[config.mk]
export PLATFORM = sky130hd
export DESIGN_NAME = add_and_compare_branch_exec
export DESIGN_NICKNAME = d
export VERILOG_FILES = /design/src/core/exec_pkg.sv /design/src/core/exec_if.sv /design/src/core/add_and_compare_branch_exec.sv /design/src/core/add_unit.sv /design/src/core/target_unit.sv
export SDC_FILE = /design/constraint.sdc
export NUM_CORES = 1
export LEC_CHECK = 0
export ABC_AREA = 1
export BUFFER_PORTS_ARGS = -buffer_cell sky130_fd_sc_hd__buf_2
export CORE_MARGIN = 1
export CORE_UTILIZATION = 38
export CTS_CLUSTER_DIAMETER = 150
export DETAILED_ROUTE_END_ITERATION = 12
export MAX_ROUTING_LAYER = met4
export PLACE_DENSITY = 0.6
export SYNTH_ARGS = -nofsm -noshare
export SYNTH_HDL_FRONTEND = slang
export SYNTH_HIERARCHICAL = 1
export SYNTH_SLANG_ARGS = --single-unit
[constraint.sdc]
create_clock -name sys_clk_i -period 3.3 [get_ports sys_clk_i]
set_input_delay 0.165 -clock sys_clk_i [delete_from_list [all_inputs] [get_ports sys_clk_i]]
set_output_delay 0.165 -clock sys_clk_i [all_outputs]
set_load 0.01 [all_outputs]
[src/core/exec_pkg.sv]
package exec_pkg;

  localparam int PC_W = 16;
  localparam logic [15:0] PC_RESET = 16'h0000;
  localparam logic [7:0] ACC_RESET = 8'h00;

  // opcode encodings
  localparam logic [7:0] OP_ADD_IMM = 8'h24;
  localparam logic [7:0] OP_ADD_DIR = 8'h25;
  localparam logic [7:0] OP_ADD_WITH_CARRY_IN_IMM = 8'h34;
  localparam logic [7:0] OP_ADD_WITH_CARRY_IN_DIR = 8'h35;
  localparam logic [7:0] OP_ANL_DIR_A = 8'h52;
  localparam logic [7:0] OP_ANL_DIR_IMM = 8'h53;
  localparam logic [7:0] OP_ANL_IMM = 8'h54;
  localparam logic [7:0] OP_ANL_DIR = 8'h55;
  localparam logic [7:0] OP_ANL_BIT = 8'h82;
  localparam logic [7:0] OP_ANL_NBIT = 8'hb0;
  localparam logic [7:0] OP_CMP_IMM = 8'hb4;
  localparam logic [7:0] OP_CMP_DIR = 8'hb5;
  localparam logic [4:0] JMP_LOW = 5'h01;

  // working register address inside the data space: bank in bits 4:3
  localparam int BANK_LSB = 3;

  typedef enum logic [3:0] {
    CLS_NONE, CLS_ADD, CLS_ADD_WITH_CARRY_IN, CLS_JMP, CLS_ANL_A, CLS_ANL_DA,
    CLS_ANL_DI, CLS_ANL_CB, CLS_ANL_CNB, CLS_CMP_D, CLS_CMP_I
  } cls_t;

  typedef enum logic [1:0] {SRC_REG, SRC_DIR, SRC_IND, SRC_IMM} src_mode_t;

  typedef struct packed {
    cls_t cls;
    src_mode_t mode;
    logic [1:0] nbytes;
  } decode_t;

  // four source forms shared by add, add with carry and and-to-acc
  function automatic src_mode_t acc_src(input logic [7:0] op);
    if (op[3]) return SRC_REG;
    if (op[1]) return SRC_IND;
    if (op[0]) return SRC_DIR;
    return SRC_IMM;
  endfunction

  function automatic decode_t decode_op(input logic [7:0] op);
    decode_t d;
    d = '{cls: CLS_NONE, mode: SRC_IMM, nbytes: 2'h1};
    if (op[4:0] == JMP_LOW) begin
      d = '{cls: CLS_JMP, mode: SRC_IMM, nbytes: 2'h2};
    end else if (op[7:4] == 4'h2 && (op[3] || op[2])) begin
      d.cls = CLS_ADD;
    end else if (op[7:4] == 4'h3 && (op[3] || op[2])) begin
      d.cls = CLS_ADD_WITH_CARRY_IN;
    end else if (op[7:4] == 4'h5 && (op[3] || op[2])) begin
      d.cls = CLS_ANL_A;
    end else if (op == OP_ANL_DIR_A) begin
      d = '{cls: CLS_ANL_DA, mode: SRC_DIR, nbytes: 2'h2};
    end else if (op == OP_ANL_DIR_IMM) begin
      d = '{cls: CLS_ANL_DI, mode: SRC_DIR, nbytes: 2'h3};
    end else if (op == OP_ANL_BIT) begin
      d = '{cls: CLS_ANL_CB, mode: SRC_DIR, nbytes: 2'h2};
    end else if (op == OP_ANL_NBIT) begin
      d = '{cls: CLS_ANL_CNB, mode: SRC_DIR, nbytes: 2'h2};
    end else if (op == OP_CMP_DIR) begin
      d = '{cls: CLS_CMP_D, mode: SRC_DIR, nbytes: 2'h3};
    end else if (op == OP_CMP_IMM) begin
      d = '{cls: CLS_CMP_I, mode: SRC_IMM, nbytes: 2'h3};
    end
    if (d.cls inside {CLS_ADD, CLS_ADD_WITH_CARRY_IN, CLS_ANL_A}) begin
      d.mode = acc_src(op);
      d.nbytes = (d.mode == SRC_DIR || d.mode == SRC_IMM) ? 2'h2 : 2'h1;
    end
    return d;
  endfunction

endpackage

[src/core/exec_if.sv]
`timescale 1ns/1ps
`default_nettype none
interface exec_if;
  logic [7:0] acc;
  logic [7:0] src;
  logic cin;
  logic [7:0] sum;
  logic c7;
  logic c3;
  logic ov;
  logic [15:0] pc;
  logic [7:0] op;
  logic [7:0] addr_lo;
  logic [7:0] rel;
  logic [15:0] page_target;
  logic [15:0] rel_target;

  modport core_mp (output acc, src, cin, pc, op, addr_lo, rel,
                   input sum, c7, c3, ov, page_target, rel_target);
  modport alu_mp (input acc, src, cin, output sum, c7, c3, ov);
  modport tgt_mp (input pc, op, addr_lo, rel,
                  output page_target, rel_target);
endinterface
`default_nettype wire

[src/core/add_and_compare_branch_exec.sv]
// Behaviour
// - adds write acc, carry and nibble carry
// - overflow is carry6 xor carry7
// - decode the four binary add forms
// - add with carry sums source, carry, acc
// - decode the four add with carry forms
// - page jump: pc+2, replace low eleven
// - byte and: no flags but parity
// - port read-modify-write reads output latch
// - decode four and-to-accumulator forms
// - decode two and-to-direct forms
// - bit and clears carry when the value used (source bit, complemented for /bit) is zero
// - decode true and complemented bit and
// - compare branch: pc past, add offset
// - compare sets carry when first smaller
// - decode compare with direct, three bytes
// - decode compare with immediate data
// - parity follows accumulator contents always
// - offset is one signed byte
`timescale 1ns/1ps
`default_nettype none
module add_and_compare_branch_exec (
  input wire logic sys_clk_i,
  input wire logic rst_n_i,
  input wire logic [1:0] bank_i,
  output logic pmem_rd_o,
  output logic [15:0] pmem_addr_o,
  input wire logic [7:0] pmem_data_i,
  input wire logic pmem_ack_i,
  output logic data_rd_o,
  output logic data_wr_o,
  output logic data_latch_o,
  output logic [7:0] data_addr_o,
  output logic [7:0] data_wdata_o,
  input wire logic [7:0] data_rdata_i,
  input wire logic data_ack_i,
  output logic bit_rd_o,
  output logic [7:0] bit_addr_o,
  input wire logic bit_rdata_i,
  input wire logic bit_ack_i,
  output logic [7:0] acc_o,
  output logic carry_flag_o,
  output logic nibble_carry_flag_o,
  output logic signed_overflow_flag_o,
  output logic parity_flag_o,
  output logic [15:0] program_counter_o,
  output logic instr_done_o,
  output logic unsupported_o
);
  import exec_pkg::*;

  typedef enum logic [2:0] {
    S_FETCH_OP, S_FETCH_B1, S_FETCH_B2, S_RD_PTR, S_RD_SRC, S_RD_BIT,
    S_EXEC, S_WRITE
  } state_t;

  state_t state_ff, nxt_state;
  decode_t dec_ff, nxt_dec;
  logic [15:0] pc_ff, nxt_pc;
  logic [7:0] op_ff, nxt_op;
  logic [7:0] b1_ff, nxt_b1;
  logic [7:0] b2_ff, nxt_b2;
  logic [7:0] src_ff, nxt_src;
  logic srcbit_ff, nxt_srcbit;
  logic [7:0] acc_ff, nxt_acc;
  logic cy_ff, nxt_cy;
  logic ac_ff, nxt_ac;
  logic ov_ff, nxt_ov;
  logic p_ff, nxt_p;
  logic [7:0] daddr_ff, nxt_daddr;
  logic [7:0] wdata_ff, nxt_wdata;
  logic latch_ff, nxt_latch;
  logic done_ff, nxt_done;
  logic unsup_ff, nxt_unsup;
  logic prd_ff, nxt_prd;
  logic drd_ff, nxt_drd;
  logic dwr_ff, nxt_dwr;
  logic brd_ff, nxt_brd;
  decode_t dec_now;

  exec_if ex ();

  add_unit u_add (
    .x(ex.alu_mp)
  );

  target_unit u_tgt (
    .x(ex.tgt_mp)
  );

  assign ex.acc = acc_ff;
  assign ex.src = src_ff;
  assign ex.cin = (dec_ff.cls == CLS_ADD_WITH_CARRY_IN) ? cy_ff : 1'b0;
  assign ex.pc = pc_ff;
  assign ex.op = op_ff;
  assign ex.addr_lo = b1_ff;
  assign ex.rel = b2_ff;

  // working register and pointer register live in the active bank
  function automatic logic [7:0] bank_addr(input logic [1:0] bank,
                                           input logic [2:0] idx);
    return {3'h0, bank, idx};
  endfunction

  always_comb begin
    nxt_state = state_ff;
    nxt_dec = dec_ff;
    nxt_pc = pc_ff;
    nxt_op = op_ff;
    nxt_b1 = b1_ff;
    nxt_b2 = b2_ff;
    nxt_src = src_ff;
    nxt_srcbit = srcbit_ff;
    nxt_acc = acc_ff;
    nxt_cy = cy_ff;
    nxt_ac = ac_ff;
    nxt_ov = ov_ff;
    nxt_daddr = daddr_ff;
    nxt_wdata = wdata_ff;
    nxt_latch = latch_ff;
    nxt_done = 1'b0;
    nxt_unsup = 1'b0;
    dec_now = decode_op(pmem_data_i);
    unique case (state_ff)
      S_FETCH_OP: begin
        if (pmem_ack_i) begin
          nxt_op = pmem_data_i;
          nxt_dec = dec_now;
          nxt_pc = pc_ff + 16'h0001;
          if (dec_now.cls == CLS_NONE) begin
            // foreign opcode: step over one byte and report it
            nxt_unsup = 1'b1;
            nxt_done = 1'b1;
          end else if (dec_now.nbytes != 2'h1) begin
            nxt_state = S_FETCH_B1;
          end else if (dec_now.mode == SRC_REG) begin
            nxt_daddr = bank_addr(bank_i, pmem_data_i[2:0]);
            nxt_latch = 1'b0;
            nxt_state = S_RD_SRC;
          end else begin
            nxt_daddr = bank_addr(bank_i, {2'h0, pmem_data_i[0]});
            nxt_latch = 1'b0;
            nxt_state = S_RD_PTR;
          end
        end
      end
      S_FETCH_B1: begin
        if (pmem_ack_i) begin
          nxt_b1 = pmem_data_i;
          nxt_pc = pc_ff + 16'h0001;
          nxt_src = pmem_data_i;
          nxt_daddr = pmem_data_i;
          // read-modify-write of a direct byte takes the port latch
          nxt_latch = dec_ff.cls inside {CLS_ANL_DA, CLS_ANL_DI};
          if (dec_ff.nbytes == 2'h3) begin
            nxt_state = S_FETCH_B2;
          end else if (dec_ff.cls == CLS_JMP || dec_ff.mode == SRC_IMM) begin
            nxt_state = S_EXEC;
          end else if (dec_ff.cls inside {CLS_ANL_CB, CLS_ANL_CNB}) begin
            nxt_state = S_RD_BIT;
          end else begin
            nxt_state = S_RD_SRC;
          end
        end
      end
      S_FETCH_B2: begin
        if (pmem_ack_i) begin
          nxt_b2 = pmem_data_i;
          nxt_pc = pc_ff + 16'h0001;
          nxt_state = (dec_ff.cls == CLS_CMP_I) ? S_EXEC : S_RD_SRC;
        end
      end
      S_RD_PTR: begin
        if (data_ack_i) begin
          nxt_daddr = data_rdata_i;
          nxt_state = S_RD_SRC;
        end
      end
      S_RD_SRC: begin
        if (data_ack_i) begin
          nxt_src = data_rdata_i;
          nxt_state = S_EXEC;
        end
      end
      S_RD_BIT: begin
        if (bit_ack_i) begin
          // complement applies to the value used only
          nxt_srcbit = (dec_ff.cls == CLS_ANL_CNB) ? ~bit_rdata_i
                                                   : bit_rdata_i;
          nxt_state = S_EXEC;
        end
      end
      S_EXEC: begin
        nxt_state = S_FETCH_OP;
        nxt_done = 1'b1;
        unique case (dec_ff.cls)
          CLS_ADD, CLS_ADD_WITH_CARRY_IN: begin
            nxt_acc = ex.sum;
            nxt_cy = ex.c7;
            nxt_ac = ex.c3;
            nxt_ov = ex.ov;
          end
          CLS_JMP: nxt_pc = ex.page_target;
          CLS_ANL_A: nxt_acc = acc_ff & src_ff;
          CLS_ANL_DA, CLS_ANL_DI: begin
            nxt_wdata = src_ff & ((dec_ff.cls == CLS_ANL_DA) ? acc_ff
                                                             : b2_ff);
            nxt_daddr = b1_ff;
            nxt_done = 1'b0;
            nxt_state = S_WRITE;
          end
          CLS_ANL_CB, CLS_ANL_CNB: begin
            if (!srcbit_ff) nxt_cy = 1'b0;
          end
          CLS_CMP_D, CLS_CMP_I: begin
            nxt_cy = acc_ff < src_ff;
            if (acc_ff != src_ff) nxt_pc = ex.rel_target;
          end
          default: begin
          end
        endcase
      end
      S_WRITE: begin
        if (data_ack_i) begin
          nxt_done = 1'b1;
          nxt_state = S_FETCH_OP;
        end
      end
    endcase
    nxt_p = ^nxt_acc;
    // strobes follow the next state so they leave straight from flops
    nxt_prd = nxt_state inside {S_FETCH_OP, S_FETCH_B1, S_FETCH_B2};
    nxt_drd = nxt_state inside {S_RD_PTR, S_RD_SRC};
    nxt_dwr = nxt_state == S_WRITE;
    nxt_brd = nxt_state == S_RD_BIT;
  end

  always_ff @(posedge sys_clk_i) begin
    if (!rst_n_i) begin
      state_ff <= S_FETCH_OP;
      dec_ff <= '{cls: CLS_NONE, mode: SRC_IMM, nbytes: 2'h1};
      pc_ff <= PC_RESET;
      op_ff <= 8'h00;
      b1_ff <= 8'h00;
      b2_ff <= 8'h00;
      src_ff <= 8'h00;
      srcbit_ff <= 1'b0;
      acc_ff <= ACC_RESET;
      cy_ff <= 1'b0;
      ac_ff <= 1'b0;
      ov_ff <= 1'b0;
      p_ff <= 1'b0;
      daddr_ff <= 8'h00;
      wdata_ff <= 8'h00;
      latch_ff <= 1'b0;
      done_ff <= 1'b0;
      unsup_ff <= 1'b0;
      // reset state is the opcode fetch, so the fetch strobe starts high
      prd_ff <= 1'b1;
      drd_ff <= 1'b0;
      dwr_ff <= 1'b0;
      brd_ff <= 1'b0;
    end else begin
      state_ff <= nxt_state;
      dec_ff <= nxt_dec;
      pc_ff <= nxt_pc;
      op_ff <= nxt_op;
      b1_ff <= nxt_b1;
      b2_ff <= nxt_b2;
      src_ff <= nxt_src;
      srcbit_ff <= nxt_srcbit;
      acc_ff <= nxt_acc;
      cy_ff <= nxt_cy;
      ac_ff <= nxt_ac;
      ov_ff <= nxt_ov;
      p_ff <= nxt_p;
      daddr_ff <= nxt_daddr;
      wdata_ff <= nxt_wdata;
      latch_ff <= nxt_latch;
      done_ff <= nxt_done;
      unsup_ff <= nxt_unsup;
      prd_ff <= nxt_prd;
      drd_ff <= nxt_drd;
      dwr_ff <= nxt_dwr;
      brd_ff <= nxt_brd;
    end
  end

  // no decode behind the strobes: a glitch here would fake a request
  assign pmem_rd_o = prd_ff;
  assign pmem_addr_o = pc_ff;
  assign data_rd_o = drd_ff;
  assign data_wr_o = dwr_ff;
  assign data_latch_o = latch_ff;
  assign data_addr_o = daddr_ff;
  assign data_wdata_o = wdata_ff;
  assign bit_rd_o = brd_ff;
  assign bit_addr_o = b1_ff;
  assign acc_o = acc_ff;
  assign carry_flag_o = cy_ff;
  assign nibble_carry_flag_o = ac_ff;
  assign signed_overflow_flag_o = ov_ff;
  assign parity_flag_o = p_ff;
  assign program_counter_o = pc_ff;
  assign instr_done_o = done_ff;
  assign unsupported_o = unsup_ff;

endmodule // add_and_compare_branch_exec
`default_nettype wire

[src/core/add_unit.sv]
`timescale 1ns/1ps
`default_nettype none
module add_unit (
  exec_if.alu_mp x
);
  import exec_pkg::*;
  logic [8:0] full;
  logic [4:0] low4;
  logic [7:0] low7;

  always_comb begin
    full = {1'b0, x.acc} + {1'b0, x.src} + {8'h00, x.cin};
    low4 = {1'b0, x.acc[3:0]} + {1'b0, x.src[3:0]} + {4'h0, x.cin};
    low7 = {1'b0, x.acc[6:0]} + {1'b0, x.src[6:0]} + {7'h00, x.cin};
  end

  assign x.sum = full[7:0];
  assign x.c7 = full[8];
  assign x.c3 = low4[4];
  assign x.ov = low7[7] ^ full[8];
endmodule // add_unit
`default_nettype wire

[src/core/target_unit.sv]
`timescale 1ns/1ps
`default_nettype none
module target_unit (
  exec_if.tgt_mp x
);
  import exec_pkg::*;
  // pc arriving here already points past the whole instruction
  assign x.page_target = {x.pc[15:11], x.op[7:5], x.addr_lo};
  assign x.rel_target = x.pc + {{8{x.rel[7]}}, x.rel};
endmodule // target_unit
`default_nettype wire

==> results.ini <==
[outcome]
outcome = finished, final reports clean

[pwr]
p_seq_share_pct = 40.5
p_comb_share_pct = 25.5
vdd_drop_max_v = 0.0003041
power.internal_mw = 2.058
finalPower_mw = 3.178
p_sw_share_pct = 35.24
p_switching_mw = 1.120
p_per_area_nw_per_um2 = 414.6
p_clk_share_pct = 34.0
p_leak_nw = 3.976

[worst_setup_path]
rr_worst_depth = 21
r2r-start = dec_ff[4]
cp_max_fo = 5
crit_path_start_kind = flop
crit_path_end_kind = flop
path_class = reg2reg
cp.arrival_ns = 3.15
worstPathRequired_ns = 3.55
worstReg2RegEnd = parity_flag_o
regToRegSetupSlack_ns = 0.40

[sta]
timing.fmax_ghz = 0.3448
min_period_over_period_pct = 87.90
report.final.slew_viol_count = 0
clock_skew_ns = 0.01199
setup_tns_ns = 0
tightest_slew_ns = 0.6263
finalWorstPathRequiredPeriod_ns = 2.901
setup_viol = 0
slew_headroom_pct = 58.20
hold_viol_final = 0
rsz0062_at_grt = no

[layout]
area_growth_pct = 11.22
num_antenna_cells = 0
drive_above_1_share_pct = 15.32
n_fill_cell = 1854
final_cell_mix = nand2_1 (271), inv_1 (139), nor2_1 (123)
nets = 1216
final_common_cell = nand2_1

[detailed_routing]
num_vias = 7021
ant_nets = 0
via_per_inst = 5.088
totalWireLength_um = 20430
post_drt_wl_per_cell_um = 14.81
drt_iter0_drc = 491
dr.pass1.iters = 5
drc = 0

[synthesis]
synth_area_um2 = 6893
synth_fp_nets = 1157
syn-mean-instance-area_um2 = 6.318
yosysWarnings = 6
netlist_instances = 1091

[global_routing]
track_usage_pct = 22.83
grt.busiest_layer = met2
grt-ovfl-total = 0
grt_pass1_wl_um = 31920
met3_usage_pct = 3.556
antenna_found_initial = 0
met1_usage_pct = 32.37
grt_pass1_vias = 6088
grt_max_degree = 58
gr-usage-met2_pct = 33.87

[clock_network]
cts_resized = 0
clock-root-buffer = clkbuf_16
htreeDepth = 3
clkSinkCount = 90
cts_tree = yes
clock_latency_ns = 0.36
clkTransAtPathRegs_ns = 0.07
cts_buffers = 9
cts_hold_buf = 0
post_cts_buffers = 0
clock_path_buffers = 2

[min_path]
min_path_cells = 3
hold_path_class = in2reg
hold_start = data_rdata_i[3]
hold_path_end = ex.src[3]

[die]
rows = 48
ioPinCount = 99
die_h_um = 136.7
die_w_um = 136.7
die_area_um2 = 18680
core_um2 = 17480
start_util_pct = 39.44

[placement]
io_buffers = 98
place_congestion = 0.8918
dp_hpwl_um = 15770

[flow_run]
max-cap-violations = 0

==> final cells by class <==
cell class | count | area [um^2] | area share, %
inverters | 154 | 578.1 | 7.540
flip-flops and latches | 90 | 1802 | 23.50
well taps | 225 | 281.5 | 3.672
clock inverters | 7 | 76.32 | 0.9956
multi-input cells | 785 | 4123 | 53.78
repair buffers | 110 | 580.6 | 7.573
clock buffers | 9 | 225.2 | 2.938
==> registers in the layout (all words and copies together), names as in the netlist, 8 cells and up <==
name / count
data_wdata_o: 8
data_addr_o: 8
dec_ff: 8
pmem_addr_o: 16
ex.src: 8
bit_addr_o: 8
acc_o: 8
b2_ff: 8
==> routing by layer <==
metal / share of wire [%] / wire length, um
met4: 1.1 / 227
met3: 6.2 / 1272
met1: 50 / 10150
met2: 43 / 8780
met5: 0 / 0
==> power by group through the flow <==
stage / Combinational [mW] / Clock, mW / Sequential [mW]
after global routing: 0.910 / 1.14 / 1.30
after global placement: 0.801 / 0 / 1.31
final: 0.812 / 1.08 / 1.29
after CTS: 0.808 / 1.10 / 1.28
after detailed placement: 0.803 / 0 / 1.31
after floorplan: 0.584 / 0 / 1.30
==> how the worst max path moves through the flow <==
| stage | from | to | slack (ns) | depth (start not counted) |
|---|---|---|---|---|
| after floorplan | carry_flag_o | parity_flag_o | 0.71 | 20 |
| after global placement | dec_ff[4] | parity_flag_o | 0.49 | 21 |
| after detailed placement | dec_ff[4] | parity_flag_o | 0.45 | 21 |
| after CTS | dec_ff[4] | parity_flag_o | 0.41 | 21 |
| after global routing | dec_ff[4] | parity_flag_o | 0.11 | 21 |
| final | dec_ff[4] | parity_flag_o | 0.40 | 21 |
==> metrics by stage <==
| step | instance area, um^2 | utilization [%] | setup slack, ns | hold slack [ns] | cells |
|---|---|---|---|---|---|
| 3_5_place_dp | 7365 | 42.14 | 0.4510 | 0.4576 | 1364 |
| 6_report | 7666 | 43.86 | 0.3994 | 0.1025 | 1380 |
| 2_1_floorplan | 6893 | - | 0.7095 | 0.3259 | 1091 |
| 3_3_place_gp | 7365 | 42.14 | 0.4888 | 0.4539 | 1364 |
| 4_1_cts | 7666 | 43.86 | 0.4101 | 0.08464 | 1380 |
| 5_1_grt | 7666 | 43.86 | 0.1089 | 0.08790 | 1380 |
==> worst max-delay path, cell delays in order, from the launching register on <==
cell and delay, ns:
dfxtp_1 0.34, inv_1 0.09, nand2_1 0.09, nor4_1 0.27
fa_1 0.26, inv_1 0.07, fa_1 0.46, inv_1 0.07
nand3_1 0.07, nand2_2 0.13, xor2_1 0.15, nand3_1 0.08
nand2_1 0.13, nor2_1 0.05, nor2_1 0.14, nand2_1 0.08
nand2_1 0.05, nand2_1 0.04, nand2_1 0.07, nand2_1 0.05
nand2_1 0.07, nor2_2 0.04
Note: power is estimated with default switching activity, not from simulation.
